File: config.mk
export PLATFORM = sky130hd
export DESIGN_NAME = clock_system_config_regs
export DESIGN_NICKNAME = d
export VERILOG_FILES = /design/src/rtl/pow2_divider.v /design/src/rtl/pin_sync.v /design/src/rtl/clock_system_config_regs.v
export VERILOG_INCLUDE_DIRS = /design/src /design/src/include
export SDC_FILE = /design/constraint.sdc
export NUM_CORES = 1
export LEC_CHECK = 0
export BUFFER_PORTS_ARGS = -buffer_cell sky130_fd_sc_hd__buf_2
export CORE_UTILIZATION = 44
export CTS_CLUSTER_SIZE = 12
export DETAILED_ROUTE_END_ITERATION = 8
export SYNTH_ARGS = -nofsm -noshare
export SYNTH_HDL_FRONTEND = slang
export SYNTH_SLANG_ARGS = --single-unit
File: constraint.sdc
create_clock -name pclk -period 5.6 [get_ports pclk]
set_input_delay 0.84 -clock pclk [delete_from_list [all_inputs] [get_ports pclk]]
set_output_delay 0.84 -clock pclk [all_outputs]
set_load 0.05 [all_outputs]
File: src/include/clock_system_regs.vh
`ifndef CLOCK_SYSTEM_REGS_VH
`define CLOCK_SYSTEM_REGS_VH
// Register index of each word; its byte address is four times the index.
`define IDX_TAP_MOD      10'h000
`define IDX_TRIM_RANGE   10'h002
`define IDX_LOOP_DIVMUL  10'h004
`define IDX_LOOP_REF     10'h006
`define IDX_SRC_SEL      10'h008
`define IDX_DIV_GATE     10'h00A
`define IDX_AUX_XTAL     10'h00C
`define IDX_STATUS       10'h007
`define OFS_TAP_MOD      {`IDX_TAP_MOD, 2'b00}
`define OFS_TRIM_RANGE   {`IDX_TRIM_RANGE, 2'b00}
`define OFS_LOOP_DIVMUL  {`IDX_LOOP_DIVMUL, 2'b00}
`define OFS_LOOP_REF     {`IDX_LOOP_REF, 2'b00}
`define OFS_SRC_SEL      {`IDX_SRC_SEL, 2'b00}
`define OFS_DIV_GATE     {`IDX_DIV_GATE, 2'b00}
`define OFS_AUX_XTAL     {`IDX_AUX_XTAL, 2'b00}
`define OFS_STATUS       {`IDX_STATUS, 2'b00}
`define RST_TAP_MOD      16'h0000
`define RST_TRIM_RANGE   16'h0033
`define RST_LOOP_DIVMUL  16'h101F
`define RST_LOOP_REF     16'h0000
`define RST_SRC_SEL      16'h0100
`define RST_DIV_GATE     16'h1000
`define RST_AUX_XTAL     16'h08C1
`define MASK_TAP_MOD     16'h3FFF
`define MASK_TRIM_RANGE  16'h00FF
`define MASK_LOOP_DIVMUL 16'h73FF
`define MASK_LOOP_REF    16'h0037
`define MASK_SRC_SEL     16'h0107
`define MASK_DIV_GATE    16'h1137
`define MASK_AUX_XTAL    16'h0FFF
`define MOD_MSB          13
`define MOD_LSB          9
`define TAP_MSB          8
`define FACTORY_TRIM     3'h3
`define MOD_MAX          5'h1F
`endif

File: src/rtl/pow2_divider.v
`default_nettype none
// ----------------------------------------------------------------------------
// Power-of-two enable divider.
// ----------------------------------------------------------------------------
// Emits a one-cycle pulse every 2**code input enables.
module pow2_divider (
  // Clock and reset.
  input  wire       pclk,
  input  wire       presetn,
  // Input enable and ratio.
  input  wire       en_in,
  input  wire [2:0] code,
  // Divided enable.
  output reg        en_out
);
  reg  [6:0] cnt_ff;
  wire [6:0] limit;

  assign limit = (7'h01 << code) - 7'h01;

  always @(posedge pclk or negedge presetn) begin
    if (!presetn) begin
      cnt_ff <= 7'h00;
      en_out <= 1'b0;
    end else begin
      en_out <= 1'b0;
      if (en_in) begin
        if (cnt_ff >= limit) begin
          cnt_ff <= 7'h00;
          en_out <= 1'b1;
        end else begin
          cnt_ff <= cnt_ff + 7'h01;
        end
      end
    end
  end
endmodule // pow2_divider
`default_nettype wire

File: src/rtl/pin_sync.v
`default_nettype none
// ----------------------------------------------------------------------------
// Three-stage pin synchroniser.
// ----------------------------------------------------------------------------
// The output follows once stages two and three agree.
module pin_sync (
  // Clock and reset.
  input  wire pclk,
  input  wire presetn,
  // Pin and result.
  input  wire pin_in,
  output reg  level
);
  reg s1_ff;
  reg s2_ff;
  reg s3_ff;

  always @(posedge pclk or negedge presetn) begin
    if (!presetn) begin
      s1_ff <= 1'b0;
      s2_ff <= 1'b0;
      s3_ff <= 1'b0;
      level <= 1'b0;
    end else begin
      s1_ff <= pin_in;
      s2_ff <= s1_ff;
      s3_ff <= s2_ff;
      if (s2_ff == s3_ff) begin
        level <= s3_ff;
      end
    end
  end
endmodule // pin_sync
`default_nettype wire

File: src/rtl/clock_system_config_regs.v
// The placing of the registers and the APB register port were decided locally.
`include "clock_system_regs.vh"
`default_nettype none
// ----------------------------------------------------------------------------
// Clock system configuration registers with APB access.
// ----------------------------------------------------------------------------
// Clock sources arrive as enable strobes in pclk; clock outputs are enable pulses.
module clock_system_config_regs #(
  parameter HF_SUPPORT = 1'b1,
  parameter XTAL_32K_ONLY = 1'b0
) (
  // APB clock and reset.
  input  wire        pclk,
  input  wire        presetn,
  // APB slave.
  input  wire        psel,
  input  wire        penable,
  input  wire        pwrite,
  input  wire [11:0] paddr,
  input  wire [31:0] pwdata,
  input  wire [3:0]  pstrb,
  output reg  [31:0] prdata,
  output reg         pready,
  output reg         pslverr,
  // Frequency loop steps and source strobes.
  input  wire        loop_up_pin,
  input  wire        loop_down_pin,
  input  wire        osc_tick,
  input  wire        ref_tick,
  input  wire        xtal_tick,
  input  wire        lp_tick,
  input  wire        lp_in_use,
  // Clock outputs and analog controls.
  output reg         main_clk_en,
  output reg         sub_clk_en,
  output reg         aux_clk_en,
  output reg         loop_ref_en,
  output reg  [8:0]  oscillator_tap,
  output reg  [2:0]  applied_trim,
  output reg  [2:0]  range_select,
  output reg         lp_osc_on,
  output reg         crystal_bypass,
  output reg  [1:0]  crystal_high_band,
  output reg  [1:0]  crystal_drive_strength
);

  // --------------------------------------------------------------------------
  // Register storage.
  // --------------------------------------------------------------------------
  reg  [15:0] tap_mod_ff;
  reg  [15:0] trim_range_ff;
  reg  [15:0] loop_divmul_ff;
  reg  [15:0] loop_ref_ff;
  reg  [15:0] src_sel_ff;
  reg  [15:0] div_gate_ff;
  reg  [15:0] aux_xtal_ff;
  reg  [15:0] nxt_word;
  reg  [15:0] rd_word;
  reg         rd_hit;
  wire        wr_acc;
  wire        loop_up;
  wire        loop_down;
  wire [15:0] wmask;
  // Status view of the sub clock gate and of the auxiliary divider bypass.
  wire        sub_clk_gate = div_gate_ff[8];
  wire        aux_bypass   = ~src_sel_ff[8] & ~aux_xtal_ff[5];

  assign wr_acc = psel & penable & pwrite & pready;
  assign wmask  = {{8{pstrb[1]}}, {8{pstrb[0]}}};

  pin_sync u_up (
    .pclk    (pclk),
    .presetn (presetn),
    .pin_in  (loop_up_pin),
    .level   (loop_up)
  );

  pin_sync u_dn (
    .pclk    (pclk),
    .presetn (presetn),
    .pin_in  (loop_down_pin),
    .level   (loop_down)
  );

  // Edge detection on the synchronised loop steps.
  reg  up_d_ff;
  reg  dn_d_ff;
  wire up_step;
  wire dn_step;

  always @(posedge pclk or negedge presetn) begin
    if (!presetn) begin
      up_d_ff <= 1'b0;
      dn_d_ff <= 1'b0;
    end else begin
      up_d_ff <= loop_up;
      dn_d_ff <= loop_down;
    end
  end

  assign up_step = loop_up & ~up_d_ff;
  assign dn_step = loop_down & ~dn_d_ff;

  // Merges write data by byte lane over a current word.
  function [15:0] merge;
    input [15:0] cur;
    input [15:0] wd;
    input [15:0] lanes;
    input [15:0] keep;
    begin
      merge = ((cur & ~lanes) | (wd & lanes)) & keep;
    end
  endfunction

  // --------------------------------------------------------------------------
  // Modulation counter and tap.
  // --------------------------------------------------------------------------
  wire [4:0] mod_cnt = tap_mod_ff[`MOD_MSB:`MOD_LSB];
  wire [8:0] tap_cur = tap_mod_ff[`TAP_MSB:0];
  reg  [4:0] nxt_mod;
  reg  [8:0] nxt_tap;

  always @* begin
    nxt_mod = mod_cnt;
    nxt_tap = tap_cur;
    if (up_step && !dn_step) begin
      if (trim_range_ff[0]) begin
        nxt_tap = tap_cur + 9'h001;
      end else begin
        nxt_mod = mod_cnt + 5'h01;
        if (mod_cnt == `MOD_MAX) begin
          nxt_tap = tap_cur + 9'h001;
        end
      end
    end else if (dn_step && !up_step) begin
      if (trim_range_ff[0]) begin
        nxt_tap = tap_cur - 9'h001;
      end else begin
        nxt_mod = mod_cnt - 5'h01;
        if (mod_cnt == 5'h00) begin
          nxt_tap = tap_cur - 9'h001;
        end
      end
    end
  end

  always @(posedge pclk or negedge presetn) begin
    if (!presetn) begin
      tap_mod_ff <= `RST_TAP_MOD;
    end else if (wr_acc && paddr == `OFS_TAP_MOD) begin
      tap_mod_ff <= merge(tap_mod_ff, pwdata[15:0], wmask, `MASK_TAP_MOD);
    end else begin
      tap_mod_ff <= {2'b00, nxt_mod, nxt_tap};
    end
  end

  // --------------------------------------------------------------------------
  // Configuration writes.
  // --------------------------------------------------------------------------
  always @* begin
    nxt_word = merge(loop_divmul_ff, pwdata[15:0], wmask, `MASK_LOOP_DIVMUL);
    if (nxt_word[14:13] == 2'b11) begin
      nxt_word[14:12] = loop_divmul_ff[14:12];
    end
    if (nxt_word[9:0] == 10'h000) begin
      nxt_word[9:0] = 10'h001;
    end
  end

  reg [15:0] nxt_ref;
  reg [15:0] nxt_src;
  reg [15:0] nxt_aux;

  always @* begin
    nxt_ref = merge(loop_ref_ff, pwdata[15:0], wmask, `MASK_LOOP_REF);
    if (nxt_ref[5]) begin
      nxt_ref[5:4] = loop_ref_ff[5:4];
    end
    if (nxt_ref[2:0] > 3'h4) begin
      nxt_ref[2:0] = loop_ref_ff[2:0];
    end
    if (XTAL_32K_ONLY) begin
      nxt_ref[2:0] = 3'h0;
    end
    nxt_src = merge(src_sel_ff, pwdata[15:0], wmask, `MASK_SRC_SEL);
    if (nxt_src[2]) begin
      nxt_src[2:0] = src_sel_ff[2:0];
    end
    nxt_aux = merge(aux_xtal_ff, pwdata[15:0], wmask, `MASK_AUX_XTAL);
    if (nxt_aux[11:8] > 4'h9) begin
      nxt_aux[11:8] = aux_xtal_ff[11:8];
    end
    if (!HF_SUPPORT) begin
      nxt_aux[5] = 1'b0;
    end
  end

  always @(posedge pclk or negedge presetn) begin
    if (!presetn) begin
      trim_range_ff  <= `RST_TRIM_RANGE;
      loop_divmul_ff <= `RST_LOOP_DIVMUL;
      loop_ref_ff    <= `RST_LOOP_REF;
      src_sel_ff     <= `RST_SRC_SEL;
      div_gate_ff    <= `RST_DIV_GATE;
      aux_xtal_ff    <= `RST_AUX_XTAL;
    end else if (wr_acc) begin
      case (paddr)
        `OFS_TRIM_RANGE: begin
          trim_range_ff <= merge(trim_range_ff, pwdata[15:0], wmask, `MASK_TRIM_RANGE);
        end
        `OFS_LOOP_DIVMUL: begin
          loop_divmul_ff <= nxt_word;
        end
        `OFS_LOOP_REF: begin
          loop_ref_ff <= nxt_ref;
        end
        `OFS_SRC_SEL: begin
          src_sel_ff <= nxt_src;
        end
        `OFS_DIV_GATE: begin
          div_gate_ff <= merge(div_gate_ff, pwdata[15:0], wmask, `MASK_DIV_GATE);
        end
        `OFS_AUX_XTAL: begin
          aux_xtal_ff <= nxt_aux;
        end
        default: begin
        end
      endcase
    end
  end

  // --------------------------------------------------------------------------
  // APB read and response.
  // --------------------------------------------------------------------------
  always @* begin
    rd_hit  = 1'b1;
    rd_word = 16'h0000;
    case (paddr)
      `OFS_TAP_MOD:     rd_word = tap_mod_ff & `MASK_TAP_MOD;
      `OFS_TRIM_RANGE:  rd_word = trim_range_ff & `MASK_TRIM_RANGE;
      `OFS_LOOP_DIVMUL: rd_word = loop_divmul_ff & `MASK_LOOP_DIVMUL;
      `OFS_LOOP_REF:    rd_word = loop_ref_ff & `MASK_LOOP_REF;
      `OFS_SRC_SEL:     rd_word = src_sel_ff & `MASK_SRC_SEL;
      `OFS_DIV_GATE:    rd_word = div_gate_ff & `MASK_DIV_GATE;
      `OFS_AUX_XTAL:    rd_word = aux_xtal_ff & `MASK_AUX_XTAL;
      `OFS_STATUS:      rd_word = {11'h000, lp_osc_on, sub_clk_gate, aux_bypass,
                                   1'b1, 1'b1};
      default:          rd_hit  = 1'b0;
    endcase
  end

  always @(posedge pclk or negedge presetn) begin
    if (!presetn) begin
      pready  <= 1'b0;
      pslverr <= 1'b0;
      prdata  <= 32'h00000000;
    end else begin
      pready  <= psel & ~penable;
      pslverr <= psel & ~penable & ~rd_hit;
      if (psel && !penable && !pwrite) begin
        prdata <= {16'h0000, rd_word};
      end
    end
  end

  // --------------------------------------------------------------------------
  // Clock dividers and multiplexers.
  // --------------------------------------------------------------------------
  reg  src_tick;
  reg  ref_src_tick;
  wire main_div;
  wire sub_div;

  always @* begin
    case (src_sel_ff[2:0])
      3'h0:    src_tick = osc_tick;
      3'h1:    src_tick = ref_tick;
      3'h2:    src_tick = xtal_tick;
      3'h3:    src_tick = lp_tick;
      default: src_tick = osc_tick;
    endcase
    ref_src_tick = loop_ref_ff[4] ? ref_tick : xtal_tick;
  end

  pow2_divider u_main (
    .pclk    (pclk),
    .presetn (presetn),
    .en_in   (src_tick),
    .code    (div_gate_ff[2:0]),
    .en_out  (main_div)
  );

  pow2_divider u_sub (
    .pclk    (pclk),
    .presetn (presetn),
    .en_in   (main_div),
    .code    ({1'b0, div_gate_ff[5:4]}),
    .en_out  (sub_div)
  );

  // Reference divider and auxiliary divider counters.
  reg  [9:0] ref_cnt_ff;
  reg  [9:0] ref_lim;
  reg  [9:0] aux_cnt_ff;
  reg  [9:0] aux_lim;
  wire       aux_src = src_sel_ff[8] ? ref_tick : xtal_tick;

  always @* begin
    case (loop_ref_ff[2:0])
      3'h1:    ref_lim = 10'd31;
      3'h2:    ref_lim = 10'd63;
      3'h3:    ref_lim = 10'd127;
      3'h4:    ref_lim = 10'd511;
      default: ref_lim = 10'd0;
    endcase
    case (aux_xtal_ff[11:8])
      4'h1:    aux_lim = 10'd15;
      4'h2:    aux_lim = 10'd31;
      4'h3:    aux_lim = 10'd63;
      4'h4:    aux_lim = 10'd127;
      4'h5:    aux_lim = 10'd255;
      4'h6:    aux_lim = 10'd383;
      4'h7:    aux_lim = 10'd511;
      4'h8:    aux_lim = 10'd767;
      4'h9:    aux_lim = 10'd1023;
      default: aux_lim = 10'd0;
    endcase
    if (aux_bypass) begin
      aux_lim = 10'd0;
    end
  end

  always @(posedge pclk or negedge presetn) begin
    if (!presetn) begin
      ref_cnt_ff  <= 10'h000;
      aux_cnt_ff  <= 10'h000;
      loop_ref_en <= 1'b0;
      aux_clk_en  <= 1'b0;
      main_clk_en <= 1'b0;
      sub_clk_en  <= 1'b0;
    end else begin
      loop_ref_en <= 1'b0;
      aux_clk_en  <= 1'b0;
      main_clk_en <= main_div;
      sub_clk_en  <= sub_div & ~sub_clk_gate;
      if (ref_src_tick) begin
        if (ref_cnt_ff >= ref_lim) begin
          ref_cnt_ff  <= 10'h000;
          loop_ref_en <= 1'b1;
        end else begin
          ref_cnt_ff <= ref_cnt_ff + 10'h001;
        end
      end
      if (aux_src) begin
        if (aux_cnt_ff >= aux_lim) begin
          aux_cnt_ff <= 10'h000;
          aux_clk_en <= 1'b1;
        end else begin
          aux_cnt_ff <= aux_cnt_ff + 10'h001;
        end
      end
    end
  end

  // --------------------------------------------------------------------------
  // Analog control outputs.
  // --------------------------------------------------------------------------
  always @(posedge pclk or negedge presetn) begin
    if (!presetn) begin
      oscillator_tap         <= 9'h000;
      applied_trim           <= `FACTORY_TRIM;
      range_select           <= 3'h1;
      lp_osc_on              <= 1'b1;
      crystal_bypass         <= 1'b0;
      crystal_high_band      <= 2'h0;
      crystal_drive_strength <= 2'h3;
    end else begin
      oscillator_tap         <= tap_mod_ff[8:0];
      applied_trim           <= trim_range_ff[7] ? trim_range_ff[6:4]
                                                 : `FACTORY_TRIM;
      range_select           <= trim_range_ff[3:1];
      lp_osc_on              <= ~div_gate_ff[12] | lp_in_use |
                                (src_sel_ff[2:0] == 3'h3);
      crystal_bypass         <= aux_xtal_ff[4];
      crystal_high_band      <= aux_xtal_ff[3:2];
      crystal_drive_strength <= aux_xtal_ff[7:6];
    end
  end
endmodule // clock_system_config_regs
`default_nettype wire

==> results of run 1 <==
## layout make-up
type                       instances  area [um^2]
clock buffer                      19          443
clock inverter                    13          123
fill                            1632         8750
inverter                          22         82.6
multi-input combinational        574         4070
sequential                       149         3760
tap                              229          287
timing repair buffer              86          447
## Yosys cell counts (all sizes together) (8+ instances only)
master,instances
dfrtp,127
nor2,74
ha,50
mux2,50
a21oi,43
nand2,43
o21ai,38
buf,24
dfstp,22
inv,22
nand2b,20
nor3,18
a22oi,17
clkbuf,14
a21o,13
nand3,13
xnor2,12
nand4,11
nor2b,11
nor4,11
and3,10
o2bb2ai,10
and2,8
mux2i,8
xor2,8
## per-stage QoR
step	total power, mW	area [um^2]	worst slack (ps)	std cells
2_1_floorplan	2.11	8130	2660	783
3_3_place_gp	2.34	8650	1900	1060
3_5_place_dp	2.37	8650	1850	1060
4_1_cts	3.48	9210	2290	1092
5_1_grt	3.64	9210	2060	1092
6_report	3.45	9210	2220	1092
## kinds of logic (layout without fill, tap and decap cells)
kind of cell,count (synthesis),count (layout),share of synthesized area
and+or+nand+nor,237,237,0.150
AOI/OAI and AO/OA,186,186,0.156
DFF,149,149,0.465
buffers and inverters,60,140,0.0377
muxes,59,59,0.0834
adders and majority gates,54,54,0.0849
xor gates and xnor gates,20,20,0.0217
other,2,18,0.000930
## final timing paths
| path | from | endpoint | slack (ps) | cells past startpoint |
|---|---|---|---|---|
| max | paddr[1] | flip-flop | 2220 | 7 |
| min | u_up.s1_ff$_DFF_PN0_ | u_up.s2_ff$_DFF_PN0_ | 350 | 0 |
| max reg2reg | flip-flop | u_main.cnt_ff[0]$_DFFE_PN0P_ | 2310 | 10 |
| min reg2reg | u_up.s1_ff$_DFF_PN0_ | u_up.s2_ff$_DFF_PN0_ | 350 | 0 |
| max in group asynchronous | presetn | asynchronous set/reset pin | 3820 | 2 |
| min in group asynchronous | presetn | aux_cnt_ff[6]$_DFFE_PN0P_ | 510 | 1 |
## placed cells by master, fill, tap and decap left out, types with 4 or more instances in the layout
master      instances
inv_6               5
nor2_1             73
nor4_1             10
a31oi_1             4
a22o_1              7
o22ai_1             5
a211oi_1            6
and3_1             10
nor3_1             18
and2_1              7
o21ai_0            37
mux2_2             48
a21oi_1            43
a221oi_1            6
nand2_1            43
dfstp_2            22
a22oi_1            17
a221o_1             7
inv_1              22
mux2i_1             8
a21o_1             13
nand2b_1           20
buf_4               4
clkinvlp_4          4
dfrtp_1           127
nand4_1            11
xor2_1              8
nor2b_1            11
clkbuf_16          17
xnor2_1            12
o21a_1              4
conb_1             18
ha_1               50
nand3_1            12
buf_2              81
o2bb2ai_1          10
o211ai_1            5
## layer usage
metal  share of wire  global-route usage  up-vias
met2            0.47               0.358      177
li1                -                   -     2957
met1            0.46               0.302     3107
met5               0                   0        -
met4           0.021              0.0842        0
met3           0.051              0.0438       30
## power breakdown
part           switching, mW  internal, mW
Sequential             0.171          1.23
Combinational          0.596         0.355
Clock                  0.475         0.629
## worst max-delay path, delay by kind of cell
family	cells	cell delay, ps
AND/OR/NAND/NOR	5	2370
AO/OA/AOI/OAI	1	360
buffers and inverters	1	100
==> results by group, run 1 <==
Outcome
  – Status: finished clean

Die
  – Die span in x: 137 um
  – Die area: 18,900 um^2
  – Core area: around 18,000 um^2
  – Die Y: between 100 and 150 um
  – Initial core utilization: 0.449
  – Row count: slightly below 50
  – Top Ports: between 100 and 150

Detailed routing
  – First-pass DRT Iterations: 6
  – Iteration-0 DRC Markers: about 320
  – DRC: 0
  – Vias: 6,271
  – Routed wire length: roughly 20,000 um
  – Routed wire length per instance: about 18 um
  – Post-route ant nets: 0
  – Via-per-instance ratio: approximately 5.7

Cells and area
  – Share of cells above drive strength 1: 0.232
  – Core Util, Final: 0.513
  – Nets: approximately 960
  – Area Overhead vs Synth: 14.1%
  – ANT cells: 0

Pwr
  – Cell Pwr Density: roughly 370 nW/um^2
  – Maximum vdd drop: between 0.3 and 0.4 mV
  – Leakage: 4.22 nW

Global routing
  – Pin count of the biggest net entering global routing: 96
  – Initial antenna violation count: 0
  – Global Route Usage Sum: 0.225
  – First-pass GRT wire length: between 30,000 and 40,000 um
  – Total gr overflow: 0
  – Vias in the first global route: between 6,000 and 7,000

STA
  – Fin crit share: 0.603
  – Slew @ Worst Pin: between 1000 and 1500 ps
  – Final count of hold timing violations: 0
  – Final hold slack: approximately 350 ps
  – Relative slew slack: 0.219
  – RSZ-0062 raised after global routing: false
  – Clock Skew: 8.89 ps
  – Max Freq: 296 MHz
  – Max-slew violations: 0
  – Sum Neg Setup Slack: 0 ps
  – Final setup viols: 0
  – Fin crit period: 3380 ps

Placement
  – Detail Placement HPWL: roughly 15,000 um
  – IO buf count: a little over 80
  – GP Congestion: about 0.85

Setup path
  – Worst path required time: 5910 ps
  – CP max stage delay: ~960 ps
  – Worst path slowest cell: nor3_1
  – Setup CP Type: in -> reg
  – Worst-path fanout max: 11
  – CP Data Arrival Time: ~3700 ps
  – Crit-path cells: buf_2 > or4_4 > nor2_1 > nand2_1 > nor3_1 > nor2_1 > a221o_1
  – Most frequent CP cell: nor2_1
  – Worst setup SP type: input pin
  – Critical path capture point type: flip-flop

CTS
  – Maximum clock path buffer count: 2
  – Sink Count: between 100 and 150
  – Clk Tree Root Cell: clkbuf_16
  – # resized after CTS: 0
  – Reg clk slew, reported paths: ~70 ps
  – CTS tree: yes
  – H-tree lvl count: 4
  – Setup bufs post-CTS: 0
  – Clock Latency Late Sink: ~420 ps
  – Hold-fix buffers at CTS: 0
  – CTS Buf Count: 17

Logic synthesis
  – Seq cells post-synth: around 150
  – Netlist Area Pre-Place: 8070 um^2
  – Largest cells by area after synthesis: dfrtp_1, ha_1, dfstp_2
  – Synth unique cells: 68
  – Leading area contributor after synthesis: dfrtp_1
  – Post-synth top area share: 0.394
  – Fraction of registers with async set/reset: 1.00
  – Ys Warns: 0
  – EDFF count, synth: 0
  – Syn Area/Cell: 10.5 um^2
  – Mapped Cells: around 770
  – Main synth FF type: dfrtp_1
  – Share of the yosys chip area belonging to registers: 0.465

Worst hold path
  – Worst Hold Class: reg -> reg

Job
  – Max Cap Viol: 0
Power figures use the tool's default switching activity.
==> run 2, diff against run 1 <==
==> constraint.sdc (replaced) <==
create_clock -name pclk -period 3.3 [get_ports pclk]
set_input_delay 0.495 -clock pclk [delete_from_list [all_inputs] [get_ports pclk]]
set_output_delay 0.495 -clock pclk [all_outputs]
set_load 0.05 [all_outputs]
==> run 2 against run 1 <==
Against the previous run:
- total power is 72% higher
- clock skew is 1.1 ps higher
- sequential share of layout area is 0.63 points lower
- count of clock-buffer cells in the layout is 3 higher
- core utilization is 0.80 points higher
- clock power is 75% higher
- cell count is 1.5% higher
- flip-flop and latch count stayed put
- non-clock buffer count is 16 higher
- via count is 0.27% lower
- design area is 1.6% higher
- largest cell class unchanged
- highest routed layer is now met5
==> results by group, run 2 (synthesized netlist as in run 1, its figures left out) <==
STA
  – Relative slew slack: 0.478 (was 0.219)
  – Final count of hold timing violations: 0 (unchanged)
  – Clock Skew: 9.96 ps (was 8.89 ps)
  – Sum Neg Setup Slack: 0 ps (unchanged)
  – Slew @ Worst Pin: 782 ps (was 1160 ps)
  – Fin crit period: approximately 3000 ps
  – Final setup viols: 0 (unchanged)
  – Max-slew violations: 0 (unchanged)
  – Fin crit share: 0.896
  – Final hold slack: 102 ps (was 349 ps)
  – Max Freq: around 340 MHz
  – RSZ-0062 raised after global routing: false (unchanged)

CTS
  – CTS Buf Count: 17 (unchanged)
  – Sink Count: 149 (unchanged)
  – H-tree lvl count: 4 (unchanged)
  – Clk Tree Root Cell: clkbuf_16 (unchanged)
  – CTS tree: yes (unchanged)
  – Setup bufs post-CTS: 0 (unchanged)
  – Maximum clock path buffer count: 2 (unchanged)
  – Reg clk slew, reported paths: 60 ps (was 70 ps)
  – # resized after CTS: 0 (unchanged)
  – Clock Latency Late Sink: 430 ps (was 420 ps)
  – Hold-fix buffers at CTS: 0 (unchanged)

Setup path
  – CP Data Arrival Time: 3250 ps (was 3680 ps)
  – Worst path slowest cell: dfstp_2 (was nor3_1)
  – Crit-path cells: or2_1 > o21ai_0 > or2_2 > ha_1 > o211a_1 > a221oi_1 > o21ai_0 > and2_0 > nor2_1 (was buf_2 > or4_4 > nor2_1 > nand2_1 > nor3_1 > nor2_1 > a221o_1)
  – Critical path capture point type: flip-flop (unchanged)
  – Worst-path fanout max: 6 (was 11)
  – R2R setup slack: 340 ps (was 2310 ps)
  – Worst R2R Path Depth: 9 (was 10)
  – Worst path required time: 3590 ps (was 5910 ps)
  – Most frequent CP cell: o21ai_0 (was nor2_1)
  – CP max stage delay: 590 ps (was 960 ps)
  – Worst setup SP type: flip-flop (was input pin)
  – Reg-to-Reg End: aux_cnt_ff[7]$_DFFE_PN0P_ (was u_main.cnt_ff[0]$_DFFE_PN0P_)
  – Setup CP Type: reg -> reg (was in -> reg)

Pwr
  – Logic pwr share: 0.276 (was 0.275)
  – Internal Pwr Total: 3.86 mW (was 2.21 mW)
  – Clk pwr share: 0.322 (was 0.320)
  – Sequential Power Share: 0.401 (was 0.405)
  – Tot Pwr: 5.94 mW (was 3.45 mW)
  – Maximum vdd drop: 0.462 mV (was 0.315 mV)
  – Cell Pwr Density: 635 nW/um^2 (was 375 nW/um^2)
  – Sw power: 2.08 mW (was 1.24 mW)
  – Switching Fraction: 0.350 (was 0.359)
  – Leakage: 4.31 nW (was 4.22 nW)

Cells and area
  – Core Util, Final: 0.521 (was 0.513)
  – ANT cells: 0 (unchanged)
  – Nets: 978 (was 962)
  – Most common cell after layout, fill and taps aside: dfrtp_1 (unchanged)
  – Area Overhead vs Synth: 15.9% (was 14.1%)
  – Share of cells above drive strength 1: 0.243 (was 0.232)
  – Fill cells: 1,655 (was 1,632)
  – Most frequent cells in the layout: dfrtp_1, buf_2, nor2_1, ha_1, mux2_2 (unchanged)

Global routing
  – First-pass GRT wire length: 33,400 um (was 32,000 um)
  – Initial antenna violation count: 1 (was 0)
  – Vias in the first global route: 6,355 (was 6,096)
  – Global Route Usage Sum: 0.234 (was 0.225)
  – Pin count of the biggest net entering global routing: 82 (was 96)
  – Total gr overflow: 0 (unchanged)

Detailed routing
  – Via-per-instance ratio: 5.64 (was 5.74)
  – Routed wire length: 20,300 um (was 20,100 um)
  – DRC: 0 (unchanged)
  – Post-route ant nets: 0 (unchanged)
  – First-pass DRT Iterations: 5 (was 6)
  – Iteration-0 DRC Markers: 451 (was 318)
  – Routed wire length per instance: 18.3 um (was 18.4 um)
  – Vias: 6,254 (was 6,271)

Die
  – Initial core utilization: 0.449 (unchanged)
  – Die Y: 137 um (unchanged)
  – Die area: 18,900 um^2 (unchanged)
  – Top Ports: 119 (unchanged)
  – Row count: 49 (unchanged)
  – Die span in x: 137 um (unchanged)
  – Core area: 18,000 um^2 (unchanged)

Placement
  – Detail Placement HPWL: 15,300 um (was 14,800 um)
  – IO buf count: 82 (unchanged)
  – GP Congestion: 0.869 (was 0.845)

Job
  – Max Cap Viol: 0 (unchanged)

Outcome
  – Status: finished clean (unchanged)

Worst hold path
  – Worst Hold Class: in -> async (was reg -> reg)
## run 2: worst max-delay path: cells and delay by family (launching register included)
family	cells	cell delay [ps]
AO/OA/AOI/OAI	4	910
adder cells (fa/ha/maj)	1	290
flip-flops	1	590
AND/OR/NAND/NOR	4	1030
## run 2: power groups by stage
stage          sequential [mW]  clock (mW)  combinational, mW
5_1_grt                   2.42        2.05               1.82
2_1_floorplan             2.62           0              0.963
4_1_cts                   2.38        1.96               1.65
6_report                  2.38        1.92               1.64
3_3_place_gp              2.40           0               1.59
3_5_place_dp              2.40           0               1.64
## run 2: per-layer routing
metal / track usage / wire [um]
met5: 0 / 13
met4: 0.0757 / 327
met3: 0.0508 / 943
met2: 0.379 / 9740
met1: 0.311 / 9310
## run 2: area by class of cell
type | count | area (um^2) | area share
Sequential cell | 149 | 3760 | 0.401
Inverter | 22 | 82.6 | 0.00883
Multi-Input combinational cell | 574 | 4070 | 0.435
Tap cell | 229 | 287 | 0.0306
Clock inverter | 10 | 125 | 0.0134
Timing Repair Buffer | 102 | 567 | 0.0606
Clock buffer | 22 | 464 | 0.0496
## run 2: through the flow
step,cell area [um^2],setup WS (ps),std cells
floorplan,8130,396,783
global placement,8770,473,1076
detailed placement,8770,394,1076
CTS,9360,329,1108
global route,9360,101,1108
finish,9360,344,1108
## run 2: how the worst max path moves through the flow
stage                                            from                            end  slack (ps)
after floorplan                             flip-flop   u_main.cnt_ff[0]$_DFFE_PN0P_         400
after global placement                       paddr[1]  loop_divmul_ff[7]$_DFFE_PN0P_         470
after detailed placement  aux_xtal_ff[10]$_DFFE_PN0P_      aux_cnt_ff[7]$_DFFE_PN0P_         390
after CTS                 aux_xtal_ff[10]$_DFFE_PN0P_      aux_cnt_ff[7]$_DFFE_PN0P_         330
after global routing      aux_xtal_ff[10]$_DFFE_PN0P_      aux_cnt_ff[7]$_DFFE_PN0P_         100
final                                       flip-flop      aux_cnt_ff[7]$_DFFE_PN0P_         340
==> run 3, diff against run 2 <==
--- a/config.mk
+++ b/config.mk
@@ -7,6 +7,7 @@
 export NUM_CORES = 1
 export LEC_CHECK = 0
 export BUFFER_PORTS_ARGS = -buffer_cell sky130_fd_sc_hd__buf_2
+export CORE_MARGIN = 1.5
 export CORE_UTILIZATION = 44
 export CTS_CLUSTER_SIZE = 12
 export DETAILED_ROUTE_END_ITERATION = 8
==> run 3 against run 2 <==
Against the previous run:
- clock skew about the same
- global-route usage decreased by 1.2 points
- die area increased by 1.5%
- count of clock-buffer cells in the layout decreased by 1
- worst hold slack got worse by 39 ps
- sequential power about the same
- sequential share of layout area decreased by 0.054 points
- critical path depth increased by 2
- combinational power about the same
- largest power group unchanged
==> results by group, run 3 (synthesized netlist as in run 1, its figures left out) <==
Outcome
  – Status: finished clean (unchanged)

STA
  – Max Freq: 339 MHz (was 338 MHz)
  – Fin crit share: 0.893 (was 0.896)
  – Final setup margin: 353 ps (was 344 ps)
  – Slew @ Worst Pin: 848 ps (was 782 ps)
  – Final setup viols: 0 (unchanged)
  – Sum Neg Setup Slack: 0 ps (unchanged)
  – Final count of hold timing violations: 0 (unchanged)
  – RSZ-0062 raised after global routing: false (unchanged)
  – Clock Skew: 9.86 ps (was 9.96 ps)
  – Final hold slack: 63.2 ps (was 102 ps)
  – Fin crit period: 2950 ps (was 2960 ps)
  – Relative slew slack: 0.429 (was 0.478)
  – Max-slew violations: 0 (unchanged)

Global routing
  – Total gr overflow: 0 (unchanged)
  – First-pass GRT wire length: 33,900 um (was 33,400 um)
  – Vias in the first global route: 6,452 (was 6,355)
  – Global Route Usage Sum: 0.223 (was 0.234)
  – Pin count of the biggest net entering global routing: 87 (was 82)
  – Initial antenna violation count: 2 (was 1)

Detailed routing
  – Vias: 6,328 (was 6,254)
  – Via-per-instance ratio: 5.73 (was 5.64)
  – Iteration-0 DRC Markers: 417 (was 451)
  – First-pass DRT Iterations: 7 (was 5)
  – Routed wire length per instance: 18.5 um (was 18.3 um)
  – Routed wire length: 20,400 um (was 20,300 um)
  – DRC: 0 (unchanged)
  – Post-route ant nets: 0 (unchanged)

Cells and area
  – Share of cells above drive strength 1: 0.241 (was 0.243)
  – Final Non-Filler Cells: 1,105 (was 1,108)
  – Nets: 975 (was 978)
  – Most common cell after layout, fill and taps aside: dfrtp_1 (unchanged)
  – Core Util, Final: 0.521 (about the same)
  – Most frequent cells in the layout: dfrtp_1, buf_2, nor2_1, ha_1, mux2_2 (unchanged)
  – Finished Cell Area: 9370 um^2 (was 9360 um^2)
  – Area Overhead vs Synth: 16.1% (was 15.9%)

Die
  – Die span in x: 138 um (was 137 um)
  – Die area: 19,200 um^2 (was 18,900 um^2)
  – Core area: 18,000 um^2 (unchanged)
  – Initial core utilization: 0.449 (unchanged)
  – Row count: 49 (unchanged)
  – Top Ports: 119 (unchanged)
  – Die Y: 138 um (was 137 um)

Setup path
  – Worst path slowest cell: o41ai_1 (was dfstp_2)
  – CP max stage delay: 440 ps (was 590 ps)
  – Critical path capture point type: flip-flop (unchanged)
  – Crit-path cells: nand2b_1 > inv_1 > ha_1 > inv_1 > ha_1 > a21oi_1 > o211ai_1 > o41ai_1 > xnor2_1 > a32o_1 > a21oi_1 (was or2_1 > o21ai_0 > or2_2 > ha_1 > o211a_1 > a221oi_1 > o21ai_0 > and2_0 > nor2_1)
  – Worst path required time: 3650 ps (was 3590 ps)
  – Worst-path fanout max: 9 (was 6)
  – Worst setup SP type: flip-flop (unchanged)
  – CP Data Arrival Time: 3300 ps (was 3250 ps)
  – Setup CP Type: reg -> reg (unchanged)

Worst hold path
  – Worst Hold Class: in -> async (unchanged)

Placement
  – IO buf count: 82 (unchanged)
  – Detail Placement HPWL: 15,200 um (was 15,300 um)
  – GP Congestion: 0.920 (was 0.869)
  – Cell area after placement: 8760 um^2 (was 8770 um^2)
  – Placed insts: 1,073 (was 1,076)
  – Worst slack at placement: 330 ps (was 394 ps)

CTS
  – Setup bufs post-CTS: 0 (unchanged)
  – CTS tree: yes (unchanged)
  – CTS Buf Count: 17 (unchanged)
  – # resized after CTS: 0 (unchanged)
  – Maximum clock path buffer count: 2 (unchanged)
  – H-tree lvl count: 4 (unchanged)
  – Reg clk slew, reported paths: 60 ps (about the same)
  – Clk Tree Root Cell: clkbuf_16 (unchanged)
  – Clock Latency Late Sink: 430 ps (about the same)
  – Hold-fix buffers at CTS: 0 (unchanged)
  – Sink Count: 149 (unchanged)

Pwr
  – Tot Pwr: 6.04 mW (was 5.94 mW)
  – Maximum vdd drop: 0.590 mV (was 0.462 mV)
  – Leakage: 4.32 nW (was 4.31 nW)
  – Cell Pwr Density: 644 nW/um^2 (was 635 nW/um^2)

Job
  – Max Cap Viol: 0 (unchanged)
==> run 3: critical path, delay by kind of cell, from the launching register on <==
kind	cells	cell delay, ps
xor gates and xnor gates	1	140
and+or+nand+nor	1	120
AOI/OAI and AO/OA	5	1240
adders and majority gates	2	610
DFF	1	400
buffers and inverters	2	370
==> run 3: layout make-up <==
| class | instances | area, um^2 |
|---|---|---|
| Fill cell | 1542 | 8600 |
| Multi-Input combinational cell | 574 | 4070 |
| Sequential cell | 149 | 3760 |
| Timing Repair Buffer | 99 | 557 |
| Clock buffer | 21 | 460 |
| Tap cell | 229 | 287 |
| Clock inverter | 10 | 149 |
| Inverter | 22 | 82.6 |
| Antenna cell | 1 | 2.50 |
==> run 3: metal layers <==
metal,part of all wire,up-vias,wire length [um],track usage
met5,0.00064,-,13,0
met4,0.028,2,567,0.0958
met3,0.053,45,1090,0.0554
met2,0.47,191,9510,0.352
met1,0.45,3111,9260,0.291
li1,-,2979,-,-
==> run 3: worst paths after layout <==
path,from,end,slack (ps),depth (start not counted)
worst max-delay path,u_up.level$_DFFE_PN0N_,flip-flop,350,11
worst min-delay path,presetn,aux_cnt_ff[6]$_DFFE_PN0P_,60,1
worst max register to register,u_up.level$_DFFE_PN0N_,flip-flop,350,11
worst min register to register,u_up.s1_ff$_DFF_PN0_,u_up.s2_ff$_DFF_PN0_,360,0
max in group asynchronous,presetn,loop_divmul_ff[0]$_DFFE_PN1P_,2350,2
min in group pclk,loop_down_pin,u_dn.s1_ff$_DFF_PN0_,170,1
==> run 3: power breakdown <==
| part | internal, mW | switching [mW] |
|---|---|---|
| logic | 0.620 | 1.04 |
| registers | 2.09 | 0.287 |
| clock network | 1.23 | 0.774 |
| total | 3.94 | 2.10 |
